**config.mk**
```make
export PLATFORM = sky130hd
export DESIGN_NAME = pin_select_map
export DESIGN_NICKNAME = d
export VERILOG_FILES = /design/src/pin_select_pkg.sv /design/src/select_field_bank.sv /design/src/pin_select_map.sv
export SDC_FILE = /design/constraint.sdc
export NUM_CORES = 1
export LEC_CHECK = 0
export BUFFER_PORTS_ARGS = -buffer_cell sky130_fd_sc_hd__buf_2
export CORE_MARGIN = 2
export CORE_UTILIZATION = 48
export CTS_CLUSTER_DIAMETER = 60
export DETAILED_ROUTE_END_ITERATION = 12
export HOLD_SLACK_MARGIN = 0.08
export PLACE_DENSITY = 0.69
export SYNTH_ARGS = -nofsm -noshare
export SYNTH_HDL_FRONTEND = slang
export SYNTH_SLANG_ARGS = --single-unit
```
**constraint.sdc**
```tcl
create_clock -name sys_clk -period 2.9 [get_ports sys_clk]
set_input_delay 0.145 -clock sys_clk [delete_from_list [all_inputs] [get_ports sys_clk]]
set_output_delay 0.145 -clock sys_clk [all_outputs]
set_load 0.02 [all_outputs]
```
**src/pin_select_pkg.sv**
```systemverilog
// Constants and types shared by the pin select map and its field banks.
// Assumes a 12-bit AXI4-Lite byte address space with 32-bit data.
package pin_select_pkg;

    // Select field layout.
    localparam int          FIELD_W     = 4;
    localparam int          FIELD_LSB   = 0;
    localparam int          FIELD_MSB   = 3;
    localparam logic [3:0]  FIELD_RESET = 4'h0;

    // Population of the map.
    localparam int NUM_PERIPH_IN = 8;
    localparam int NUM_PINS      = 16;
    localparam int NUM_FUNCS     = 16;
    localparam int IN_IDX_W      = 3;
    localparam int OUT_IDX_W     = 4;

    // Output select value that leaves a pin undriven.
    localparam logic [3:0] FUNC_NONE = 4'h0;

    // Register map, byte addresses.
    localparam int          ADDR_W          = 12;
    localparam logic [11:0] IN_SEL_BASE     = 12'h000;
    localparam logic [11:0] IN_SPAN_MASK    = 12'h01F;
    localparam logic [11:0] OUT_SEL_BASE    = 12'h040;
    localparam logic [11:0] OUT_SPAN_MASK   = 12'h03F;
    localparam logic [11:0] CFG_CTRL_OFFSET = 12'h080;

    // Chip configuration control fields.
    localparam int   LOCK_BIT   = 13;
    localparam logic LOCK_RESET = 1'b0;

    // AXI responses.
    localparam logic [1:0] RESP_OKAY   = 2'h0;
    localparam logic [1:0] RESP_SLVERR = 2'h2;

    // Read channel sequencer.
    typedef enum logic [3:0] {
        RD_IDLE  = 4'h1,
        RD_FETCH = 4'h2,
        RD_LOAD  = 4'h4,
        RD_RESP  = 4'h8
    } rd_state_t;

endpackage

```
**src/select_field_bank.sv**
```systemverilog
// Bank of select fields with one write port and one registered read port.
// Assumes writes are pre-qualified by the caller; all fields also appear
// flat on fields for the routing muxes.
module select_field_bank #(
    parameter int DEPTH = 8,
    parameter int IDX_W = 3
) (
    // Clock and reset
    input  wire logic                                   sys_clk,
    input  wire logic                                   resetn,
    // Write port
    input  wire logic                                   wrEn,
    input  wire logic [IDX_W-1:0]                       wrIdx,
    input  wire logic [pin_select_pkg::FIELD_W-1:0]     wrData,
    // Read port
    input  wire logic [IDX_W-1:0]                       rdIdx,
    output logic      [pin_select_pkg::FIELD_W-1:0]     rdData,
    // All fields
    output logic      [DEPTH*pin_select_pkg::FIELD_W-1:0] fields
);

    logic [pin_select_pkg::FIELD_W-1:0] mem_reg  [DEPTH];
    logic [pin_select_pkg::FIELD_W-1:0] mem_next [DEPTH];
    logic [pin_select_pkg::FIELD_W-1:0] rdData_reg;
    logic [pin_select_pkg::FIELD_W-1:0] rdData_next;

    always_comb begin
        for (int i = 0; i < DEPTH; i++) begin
            mem_next[i] = mem_reg[i];
        end
        if (wrEn) begin
            mem_next[wrIdx] = wrData;
        end
        rdData_next = mem_reg[rdIdx];
    end

    always_ff @(posedge sys_clk or negedge resetn) begin
        if (!resetn) begin
            for (int i = 0; i < DEPTH; i++) begin
                mem_reg[i] <= pin_select_pkg::FIELD_RESET;
            end
            rdData_reg <= pin_select_pkg::FIELD_RESET;
        end else begin
            for (int i = 0; i < DEPTH; i++) begin
                mem_reg[i] <= mem_next[i];
            end
            rdData_reg <= rdData_next;
        end
    end

    assign rdData = rdData_reg;

    for (genvar g = 0; g < DEPTH; g++) begin : gFlat
        assign fields[g*pin_select_pkg::FIELD_W +: pin_select_pkg::FIELD_W]
            = mem_reg[g];
    end

endmodule

```
**src/pin_select_map.sv**
```systemverilog
// Register-controlled pin remapping with an AXI4-Lite register slave.
// Assumes device pins are asynchronous to sys_clk and that peripheral
// outputs come from logic clocked by sys_clk.
//
// Contract
// Input select field picks pin for peripheral input.
// Output select field picks function driving a pin.
// Bits 31 to 4 read zero, ignore writes.
// Select writes take effect only while unlocked.
// Fields reset to zero and read back.
//
// Implementation choices: register access over AXI4-Lite and the placing of the registers.
module pin_select_map (
    // Clock and reset
    input  wire logic        sys_clk,
    input  wire logic        resetn,
    // AXI4-Lite write address
    input  wire logic [11:0] s_axi_awaddr,
    input  wire logic        s_axi_awvalid,
    output logic             s_axi_awready,
    // AXI4-Lite write data
    input  wire logic [31:0] s_axi_wdata,
    input  wire logic [3:0]  s_axi_wstrb,
    input  wire logic        s_axi_wvalid,
    output logic             s_axi_wready,
    // AXI4-Lite write response
    output logic [1:0]       s_axi_bresp,
    output logic             s_axi_bvalid,
    input  wire logic        s_axi_bready,
    // AXI4-Lite read address
    input  wire logic [11:0] s_axi_araddr,
    input  wire logic        s_axi_arvalid,
    output logic             s_axi_arready,
    // AXI4-Lite read data
    output logic [31:0]      s_axi_rdata,
    output logic [1:0]       s_axi_rresp,
    output logic             s_axi_rvalid,
    input  wire logic        s_axi_rready,
    // Device pins
    input  wire logic [15:0] pinIn,
    output logic      [15:0] pinOut,
    output logic      [15:0] pinDriveN,
    // Peripheral side
    input  wire logic [15:0] periphOut,
    output logic      [7:0]  periphIn
);

    localparam int FW = pin_select_pkg::FIELD_W;
    localparam int NI = pin_select_pkg::NUM_PERIPH_IN;
    localparam int NP = pin_select_pkg::NUM_PINS;

    // Write channel state.
    logic        awHeld_reg, awHeld_next;
    logic        wHeld_reg, wHeld_next;
    logic [11:0] awAddr_reg, awAddr_next;
    logic [31:0] wData_reg, wData_next;
    logic [3:0]  wStrb_reg, wStrb_next;
    logic        awReady_reg, awReady_next;
    logic        wReady_reg, wReady_next;
    logic        bValid_reg, bValid_next;
    logic [1:0]  bResp_reg, bResp_next;
    logic        lock_reg, lock_next;

    // Read channel state.
    pin_select_pkg::rd_state_t rdState_reg, rdState_next;
    logic [11:0] arAddr_reg, arAddr_next;
    logic        arReady_reg, arReady_next;
    logic        rValid_reg, rValid_next;
    logic [31:0] rData_reg, rData_next;
    logic [1:0]  rResp_reg, rResp_next;

    // Routing state.
    logic [NP-1:0] pinSync1_reg, pinSync2_reg;
    logic [NI-1:0] periphIn_reg, periphIn_next;
    logic [NP-1:0] pinOut_reg, pinOut_next;
    logic [NP-1:0] pinDriveN_reg, pinDriveN_next;

    // Field banks.
    logic [NI*FW-1:0] inFields;
    logic [NP*FW-1:0] outFields;
    logic [FW-1:0]    inRdData, outRdData;

    // Address decode.
    logic doWrite;
    logic wrAligned, wrHitIn, wrHitOut, wrHitCfg, wrMapped;
    logic rdAligned, rdHitIn, rdHitOut, rdHitCfg;
    logic inWrEn, outWrEn;
    logic awTake, wTake, arTake;

    assign awTake = s_axi_awvalid && awReady_reg;
    assign wTake  = s_axi_wvalid && wReady_reg;
    assign arTake = s_axi_arvalid && arReady_reg;
    assign doWrite = awHeld_reg && wHeld_reg && !bValid_reg;

    assign wrAligned = (awAddr_reg[1:0] == 2'h0);
    assign wrHitIn  = wrAligned && ((awAddr_reg & ~pin_select_pkg::IN_SPAN_MASK)
                      == pin_select_pkg::IN_SEL_BASE);
    assign wrHitOut = wrAligned && ((awAddr_reg & ~pin_select_pkg::OUT_SPAN_MASK)
                      == pin_select_pkg::OUT_SEL_BASE);
    assign wrHitCfg = (awAddr_reg == pin_select_pkg::CFG_CTRL_OFFSET);
    assign wrMapped = wrHitIn || wrHitOut || wrHitCfg;

    assign rdAligned = (arAddr_reg[1:0] == 2'h0);
    assign rdHitIn  = rdAligned && ((arAddr_reg & ~pin_select_pkg::IN_SPAN_MASK)
                      == pin_select_pkg::IN_SEL_BASE);
    assign rdHitOut = rdAligned && ((arAddr_reg & ~pin_select_pkg::OUT_SPAN_MASK)
                      == pin_select_pkg::OUT_SEL_BASE);
    assign rdHitCfg = (arAddr_reg == pin_select_pkg::CFG_CTRL_OFFSET);

    // Only byte lane 0 carries a field; the upper lanes are dropped.
    assign inWrEn  = doWrite && wrHitIn && wStrb_reg[0] && !lock_reg;
    assign outWrEn = doWrite && wrHitOut && wStrb_reg[0] && !lock_reg;

    select_field_bank #(
        .DEPTH (NI),
        .IDX_W (pin_select_pkg::IN_IDX_W)
    ) inBank (
        .sys_clk (sys_clk),
        .resetn  (resetn),
        .wrEn    (inWrEn),
        .wrIdx   (awAddr_reg[pin_select_pkg::IN_IDX_W+1:2]),
        .wrData  (wData_reg[pin_select_pkg::FIELD_MSB:pin_select_pkg::FIELD_LSB]),
        .rdIdx   (arAddr_reg[pin_select_pkg::IN_IDX_W+1:2]),
        .rdData  (inRdData),
        .fields  (inFields)
    );

    select_field_bank #(
        .DEPTH (NP),
        .IDX_W (pin_select_pkg::OUT_IDX_W)
    ) outBank (
        .sys_clk (sys_clk),
        .resetn  (resetn),
        .wrEn    (outWrEn),
        .wrIdx   (awAddr_reg[pin_select_pkg::OUT_IDX_W+1:2]),
        .wrData  (wData_reg[pin_select_pkg::FIELD_MSB:pin_select_pkg::FIELD_LSB]),
        .rdIdx   (arAddr_reg[pin_select_pkg::OUT_IDX_W+1:2]),
        .rdData  (outRdData),
        .fields  (outFields)
    );

    // Write channel: address and data are taken in either order.
    always_comb begin
        awHeld_next = awHeld_reg;
        wHeld_next  = wHeld_reg;
        awAddr_next = awAddr_reg;
        wData_next  = wData_reg;
        wStrb_next  = wStrb_reg;
        bValid_next = bValid_reg;
        bResp_next  = bResp_reg;
        lock_next   = lock_reg;
        if (bValid_reg && s_axi_bready) begin
            bValid_next = 1'b0;
        end
        if (doWrite) begin
            awHeld_next = 1'b0;
            wHeld_next  = 1'b0;
            bValid_next = 1'b1;
            bResp_next  = wrMapped ? pin_select_pkg::RESP_OKAY
                                   : pin_select_pkg::RESP_SLVERR;
            if (wrHitCfg && wStrb_reg[1]) begin
                lock_next = wData_reg[pin_select_pkg::LOCK_BIT];
            end
        end
        if (awTake) begin
            awHeld_next = 1'b1;
            awAddr_next = s_axi_awaddr;
        end
        if (wTake) begin
            wHeld_next = 1'b1;
            wData_next = s_axi_wdata;
            wStrb_next = s_axi_wstrb;
        end
        awReady_next = !awHeld_next;
        wReady_next  = !wHeld_next;
    end

    always_ff @(posedge sys_clk or negedge resetn) begin
        if (!resetn) begin
            awHeld_reg  <= 1'b0;
            wHeld_reg   <= 1'b0;
            awAddr_reg  <= 12'h000;
            wData_reg   <= 32'h0000_0000;
            wStrb_reg   <= 4'h0;
            awReady_reg <= 1'b0;
            wReady_reg  <= 1'b0;
            bValid_reg  <= 1'b0;
            bResp_reg   <= pin_select_pkg::RESP_OKAY;
            lock_reg    <= pin_select_pkg::LOCK_RESET;
        end else begin
            awHeld_reg  <= awHeld_next;
            wHeld_reg   <= wHeld_next;
            awAddr_reg  <= awAddr_next;
            wData_reg   <= wData_next;
            wStrb_reg   <= wStrb_next;
            awReady_reg <= awReady_next;
            wReady_reg  <= wReady_next;
            bValid_reg  <= bValid_next;
            bResp_reg   <= bResp_next;
            lock_reg    <= lock_next;
        end
    end

    // Read channel: the banks need one cycle before the data can be loaded.
    always_comb begin
        rdState_next = rdState_reg;
        arAddr_next  = arAddr_reg;
        rValid_next  = rValid_reg;
        rData_next   = rData_reg;
        rResp_next   = rResp_reg;
        case (rdState_reg)
            pin_select_pkg::RD_IDLE: begin
                if (arTake) begin
                    arAddr_next  = s_axi_araddr;
                    rdState_next = pin_select_pkg::RD_FETCH;
                end
            end
            pin_select_pkg::RD_FETCH: begin
                rdState_next = pin_select_pkg::RD_LOAD;
            end
            pin_select_pkg::RD_LOAD: begin
                rData_next  = 32'h0000_0000;
                rResp_next  = pin_select_pkg::RESP_OKAY;
                rValid_next = 1'b1;
                if (rdHitIn) begin
                    rData_next[pin_select_pkg::FIELD_MSB:0] = inRdData;
                end else if (rdHitOut) begin
                    rData_next[pin_select_pkg::FIELD_MSB:0] = outRdData;
                end else if (rdHitCfg) begin
                    rData_next[pin_select_pkg::LOCK_BIT] = lock_reg;
                end else begin
                    rResp_next = pin_select_pkg::RESP_SLVERR;
                end
                rdState_next = pin_select_pkg::RD_RESP;
            end
            pin_select_pkg::RD_RESP: begin
                if (s_axi_rready) begin
                    rValid_next  = 1'b0;
                    rdState_next = pin_select_pkg::RD_IDLE;
                end
            end
            default: begin
                rValid_next  = 1'b0;
                rdState_next = pin_select_pkg::RD_IDLE;
            end
        endcase
        arReady_next = (rdState_next == pin_select_pkg::RD_IDLE);
    end

    always_ff @(posedge sys_clk or negedge resetn) begin
        if (!resetn) begin
            rdState_reg <= pin_select_pkg::RD_IDLE;
            arAddr_reg  <= 12'h000;
            arReady_reg <= 1'b0;
            rValid_reg  <= 1'b0;
            rData_reg   <= 32'h0000_0000;
            rResp_reg   <= pin_select_pkg::RESP_OKAY;
        end else begin
            rdState_reg <= rdState_next;
            arAddr_reg  <= arAddr_next;
            arReady_reg <= arReady_next;
            rValid_reg  <= rValid_next;
            rData_reg   <= rData_next;
            rResp_reg   <= rResp_next;
        end
    end

    // Routing. Pins are synchronised before any select mux looks at them.
    always_comb begin
        for (int i = 0; i < NI; i++) begin
            periphIn_next[i] = pinSync2_reg[inFields[i*FW +: FW]];
        end
        for (int n = 0; n < NP; n++) begin
            if (outFields[n*FW +: FW] == pin_select_pkg::FUNC_NONE) begin
                pinOut_next[n]    = 1'b0;
                pinDriveN_next[n] = 1'b1;
            end else begin
                pinOut_next[n]    = periphOut[outFields[n*FW +: FW]];
                pinDriveN_next[n] = 1'b0;
            end
        end
    end

    always_ff @(posedge sys_clk or negedge resetn) begin
        if (!resetn) begin
            pinSync1_reg  <= 16'h0000;
            pinSync2_reg  <= 16'h0000;
            periphIn_reg  <= 8'h00;
            pinOut_reg    <= 16'h0000;
            pinDriveN_reg <= 16'hFFFF;
        end else begin
            pinSync1_reg  <= pinIn;
            pinSync2_reg  <= pinSync1_reg;
            periphIn_reg  <= periphIn_next;
            pinOut_reg    <= pinOut_next;
            pinDriveN_reg <= pinDriveN_next;
        end
    end

    assign s_axi_awready = awReady_reg;
    assign s_axi_wready  = wReady_reg;
    assign s_axi_bvalid  = bValid_reg;
    assign s_axi_bresp   = bResp_reg;
    assign s_axi_arready = arReady_reg;
    assign s_axi_rvalid  = rValid_reg;
    assign s_axi_rdata   = rData_reg;
    assign s_axi_rresp   = rResp_reg;
    assign periphIn      = periphIn_reg;
    assign pinOut        = pinOut_reg;
    assign pinDriveN     = pinDriveN_reg;

    // Checking helpers: last input field write and whether any field was written.
    logic                               chkValid_reg;
    logic [pin_select_pkg::IN_IDX_W-1:0] chkIdx_reg;
    logic [FW-1:0]                      chkData_reg;
    logic                               anyWrite_reg;

    always_ff @(posedge sys_clk or negedge resetn) begin
        if (!resetn) begin
            chkValid_reg <= 1'b0;
            chkIdx_reg   <= '0;
            chkData_reg  <= 4'h0;
            anyWrite_reg <= 1'b0;
        end else begin
            chkValid_reg <= inWrEn;
            chkIdx_reg   <= awAddr_reg[pin_select_pkg::IN_IDX_W+1:2];
            chkData_reg  <= wData_reg[FW-1:0];
            anyWrite_reg <= anyWrite_reg || inWrEn || outWrEn;
        end
    end

    AST_IN_ROUTE: assert property (
        @(posedge sys_clk) disable iff (!resetn)
        (pinIn == $past(pinIn, 1)) && (pinIn == $past(pinIn, 2)) &&
        (pinIn == $past(pinIn, 3)) && (inFields == $past(inFields, 1))
        |-> periphIn_reg[0] == pinIn[inFields[3:0]])
        else $error("Peripheral input 0 does not follow its selected pin.");

    AST_OUT_ROUTE: assert property (
        @(posedge sys_clk) disable iff (!resetn)
        (periphOut == $past(periphOut)) && (outFields == $past(outFields)) &&
        (outFields[3:0] != 4'h0)
        |-> (pinOut_reg[0] == periphOut[outFields[3:0]]) && !pinDriveN_reg[0])
        else $error("Pin 0 does not carry its selected function.");

    AST_UPPER_ZERO: assert property (
        @(posedge sys_clk) disable iff (!resetn)
        (rdState_reg == pin_select_pkg::RD_LOAD) && (rdHitIn || rdHitOut)
        |=> s_axi_rvalid && (s_axi_rdata[31:4] == 28'h0000000))
        else $error("Select register read shows nonzero upper bits.");

    AST_LOCK_HOLDS: assert property (
        @(posedge sys_clk) disable iff (!resetn)
        doWrite && lock_reg && (wrHitIn || wrHitOut)
        |=> $stable(inFields) && $stable(outFields))
        else $error("Select field changed while the map was locked.");

    AST_WRITE_LANDS: assert property (
        @(posedge sys_clk) disable iff (!resetn)
        chkValid_reg |-> inFields[chkIdx_reg*FW +: FW] == chkData_reg)
        else $error("Unlocked input select write was not stored.");

    AST_RESET_ZERO: assert property (
        @(posedge sys_clk) disable iff (!resetn)
        !anyWrite_reg |-> (inFields == '0) && (outFields == '0) &&
        (pinDriveN_reg == 16'hFFFF))
        else $error("Select fields not zero before any write.");

    // Address taken, bank fetch, answer load, then rvalid stands.
    AST_READ_TIMING: assert property (
        @(posedge sys_clk) disable iff (!resetn)
        arTake |-> !s_axi_rvalid ##1 !s_axi_rvalid ##1 !s_axi_rvalid
        ##1 s_axi_rvalid)
        else $error("Read data did not arrive three cycles after address.");

endmodule

```
## Yosys cells after proc, flatten, opt, wreduce, memory -nomap -nowiden

Cells that the tools add are included.
Widths: inputs -> output; s select.

- Order comparisons: 30
- Equality and inequality tests: 10
- Mux-type cells: 112
- Bitwise operators: 5
- Reduce and logical (&&, ||, !) cells: 50

Operators with widths:

| kind | count |
|---|---|
| $lt 4x5->1 const B | 24 |
| $bmux 1 s4 | 24 |
| $mux 1 | 66 |
| $bwmux 64 | 1 |
| $logic_not 4->1 | 16 |
| $mux 4 | 10 |
| $bwmux 32 | 1 |
| $eq 12x8->1 const B | 2 |
| $logic_not 12->1 | 2 |
| $logic_and 1x1->1 | 19 |
| $bmux 4 s4 | 1 |
| $demux 4 s4 | 1 |
| $pmux 4 s4 | 1 |
| $bmux 4 s3 | 1 |
| $demux 4 s3 | 1 |
| $eq 6x1->1 const B | 2 |
| $ge 5x5->1 const B | 2 |
| $not 4->5 | 2 |
| $eq 4x1->1 const B | 2 |
| $ge 4x4->1 const B | 2 |
| $mux 2 | 4 |
| $not 3->4 | 2 |
| $reduce_and 2->1 | 3 |
| $lt 5x1->1 const B | 1 |
| 12 further kinds | 17 |

- Register bits: 237
- Input bits: 99
- Word-level logic and storage cells: 254

## Depth between registers and ports, before layout

- Depth in word-level cells: 6
- Gate-level depth with buffers: 6
- Depth with buffers taken out: 4

## By module

Synthesis repeated with hierarchy kept, for this count alone.

- Cell total of the unflattened synthesis: 796
- Area total of the unflattened synthesis: 11,925.2 sq um

Modules (own cells, without submodules):

| module | times used | cells each | area each (sq um) | seq. area each (sq um) |
|---|---|---|---|---|
| pin_select_map | 1 | 502 | 7,095.6 | 3,074.2 |
| select_field_bank (outBank) | 1 | 204 | 3,204.3 | 1,701.6 |
| select_field_bank (inBank) | 1 | 90 | 1,625.3 | 900.9 |

## Worst setup path before layout

No wires, ideal clock.

- Kind: register to register
- From: register awAddr_reg[11]
- To: register outBank.mem_reg, in the netlist outBank.fields[28]
- Arrival: 2.067 ns
- Required time: 2.775 ns
- Slack: 0.709 ns
- Cell stages (with the launch flop): 6
- Buffers on the path: 1
- Period minus slack after synthesis: 2.191 ns
- Cell sequence: dfrtp_1 > or4_4 > nor4_4 > buf_8 > and3b_4 > mux2_2

- Word-level cells in the longest chain between the ends: 5

Ends and longest elaborated chain:

| what | RTL line | RTL |
|---|---|---|
| start, declared | pin_select_map.sv:55 | `logic [11:0] awAddr_reg, awAddr_next;` |
| start signal, assigned | pin_select_map.sv:193 | `awAddr_reg <= awAddr_next;` |
| $eq 6x1->1 | pin_select_map.sv:99 | `== pin_select_pkg::OUT_SEL_BASE);` |
| $logic_and 1x1->1 | pin_select_map.sv:98 | `assign wrHitOut = wrAligned && ((awAddr_reg & ~pin_select_pkg::OUT_SPAN_MASK)` |
| $logic_and 1x1->1 (3 in series) | pin_select_map.sv:112 | `assign outWrEn = doWrite && wrHitOut && wStrb_reg[0] && !lock_reg;` |
| end signal, assigned by index | select_field_bank.sv:40 | `mem_reg[i] <= pin_select_pkg::FIELD_RESET;` |
| end signal, assigned by index | select_field_bank.sv:45 | `mem_reg[i] <= mem_next[i];` |
| end, declared | select_field_bank.sv:22 | `logic [pin_select_pkg::FIELD_W-1:0] mem_reg [DEPTH];` |

Every way passes these cells.
A chain may end at the register's enable or synchronous reset.

## Final worst setup path

- From: register awAddr_reg[11]
- To: register outBank.mem_reg, in the netlist outBank.fields[30]

The elaborated chain is that of the path after synthesis.

==> reports/qor.yml <==
status: "complete, no violations"
clock_path_buffers: 3
cell_area_after_synthesis_mm2: 0.0119
synth.ff_latch_count: 226
timing.critical_path.arrival_ns: 2.76
dominantRegCellSynth: "dfrtp_1"
critPathKind: "reg -> reg"
top_library_cells_by_usage_in_the_layout_fill_and_taps_aside: "dfrtp_1 (208), mux2_2 (148), mux4_2 (120), buf_2 (120), dlygate4sd3_1 (51)"
seq_area_frac_synth_pct: 47.6
timing.final.ws_setup_ns: 0.553
grt_usage_pct: 22.8
timing.final.crit_share_pct: 80.9
floorplan.io_pins: 180
total_power_of_the_final_layout_uw: 9520
drtIter0Drc: 673
critical_path.max_fanout: 8
power_per_cell_area_mw_per_mm2: 676
layout_commonest_cell: "dfrtp_1"
via_per_inst: 6.02
clk_root_buffer_cell: "clkbuf_16"
syn-mean-instance-area_um2: 14.8
layout.filler_cells: 1941
critical_path_required_ns: 3.31
horizontal_die_dimension_um: 162
area.growth.synth_to_final_pct: 18.0
ant_nets: 0
largest_reg_flops: 64
die_footprint_mm2: 0.0261
final_max_slew_viol_count: 0
maxSlewHeadroom_pct: 25.1
initial_core_util_pct: 48.9
postSynth.asyncResetShare_pct: 100
ir_worst_vdd_uv: 631
setup_viol: 0
postLayoutCellArea_mm2: 0.0141
antenna_violations_before_repair: 0
cts.clk_slew.worst_paths_ns: 0.06
fraction_of_final_layout_cells_sized_beyond_drive_strength_1_pct: 49.4
buffer_ports.inserted: 121
final_hold_vio_count: 0
tightestPinTransition_ns: 1.12
hpwlAfterDp_um: 18700
yosysWarnings: 0
drt_pre_antenna_iters: 5
post-cts-setup-buffers: 0
max_cap_violations: 0
tns_setup_ns: 0
die_h_um: 162
gpl.final_weighted_congestion: 0.826
wl_per_cell_um: 22.4
htreeDepth: 1
placed_cells_incl_taps: 1186
p_leak_uw: 0.00603
post_synthesis_instance_total: 805
holdBufCountCts: 51
rsz0062_at_grt: "no"
core_region_area_mm2: 0.0244
finalWirelength_um: 28800
number_of_distinct_library_cell_variants_in_the_gate_level_netlist_after_synthesis: 41
setup_skew_ns: 0.0138
cts_inserted_buffers: 25
place_ws_ns: 0.579
cts_num_sinks: 226
stdcell_count: 1283
first_global_vias: 7915
synth_edf_count: 0
tritoncts: "yes"
row_count: 57
vias: 7726
worstSkewPairLatency_ns: 0.54
crit_path_start_kind: "flip-flop"
dpl_cell_area_mm2: 0.0126
insertedDiodeCount: 0
finalNetCount: 1039
fmaxAchievable_mhz: 426
holdCritPathClass: "in -> reg"
period_needed_ns: 2.35
endpoint_kind: "flip-flop"
cts.repair.resized: 0
grt_start_max_net_pins: 105
grt_pass1_wl_um: 46200
detail_route.drc_violations: 0
grt_remaining_overflow: 0
[worst paths after layout]
| path | to | startpoint | cells after the start | slack [ns] |
|---|---|---|---|---|
| hold / removal | wHeld_reg | s_axi_wvalid | 3 | 0.09 |
| setup reg to reg | outBank.fields[30] | awAddr_reg[11] | 5 | 0.55 |
| min in group asynchronous | s_axi_rvalid | resetn | 2 | 0.11 |
| setup / recovery | outBank.fields[30] | awAddr_reg[11] | 5 | 0.55 |
| hold reg to reg | pinSync2_reg[8] | pinSync1_reg[8] | 0 | 0.35 |
| max in group asynchronous | outBank.fields[53] | resetn | 3 | 1.89 |
[worst max-delay path, cell delays in order (launching register included)]
cell and delay (ns):
dfrtp_1 0.38, or4_4 0.58, nor4_4 0.43, buf_4 0.23, and3b_4 0.26, mux2_2 0.35
[stage by stage]
| step | utilization [%] | hold slack [ns] |
|---|---|---|
| after floorplan | - | -0.151 |
| after global placement | 51.8 | 0.0796 |
| after detailed placement | 51.8 | 0.0856 |
| after CTS | 57.7 | 0.0819 |
| after global routing | 57.7 | 0.143 |
| final | 57.7 | 0.0939 |
[area by class of cell]
type | count | area [um^2] | share of cell area, %
clock inverter | 16 | 235 | 1.67
sequential | 226 | 5680 | 40.4
clock buffer | 30 | 684 | 4.86
inverter | 8 | 30.0 | 0.213
timing repair buffer | 181 | 1220 | 8.66
tap | 324 | 405 | 2.88
multi-input combinational | 498 | 5820 | 41.4
[cells by family (layout without fill, tap and decap cells)]
group,count (synthesis),after routing,synth area share (%)
AO/OA/AOI/OAI,53,53,2.89
buffers and inverters,109,235,4.48
flip-flops,226,226,47.6
multiplexers,290,290,38.5
other,1,29,0.0314
AND/OR/NAND/NOR,126,126,6.52
[synth_stat cells (6+ instances only)]
| cell | number | share of area, % |
|---|---|---|
| dfrtp_1 | 209 | 44 |
| mux2_2 | 148 | 14 |
| mux4_2 | 120 | 23 |
| clkbuf_1 | 64 | 2.0 |
| nand2_1 | 45 | 1.4 |
| buf_4 | 29 | 1.8 |
| o21ai_0 | 25 | 1.0 |
| mux2i_1 | 22 | 1.8 |
| nor4_1 | 19 | 1.0 |
| dfstp_2 | 17 | 3.7 |
| nor2_1 | 16 | 0.50 |
| a221oi_1 | 9 | 0.66 |
| nand3_1 | 9 | 0.38 |
| a22oi_1 | 8 | 0.50 |
| and3b_1 | 8 | 0.59 |
| inv_1 | 8 | 0.25 |
| nand3_4 | 8 | 1.2 |
| o31ai_1 | 6 | 0.38 |
[where the power goes]
group,switching [uW],internal [uW]
clock network,1320,2150
logic,950,876
registers,691,3540
total,2960,6560
[per-layer routing]
metal	up-vias	GRT usage, %	part of all wire, %
li1	3317	-	-
met1	3980	31.1	40
met2	369	37.1	49
met3	60	4.65	7.7
met4	0	7.56	3.1
met5	-	0	0
Power figures use the tool's default switching activity.
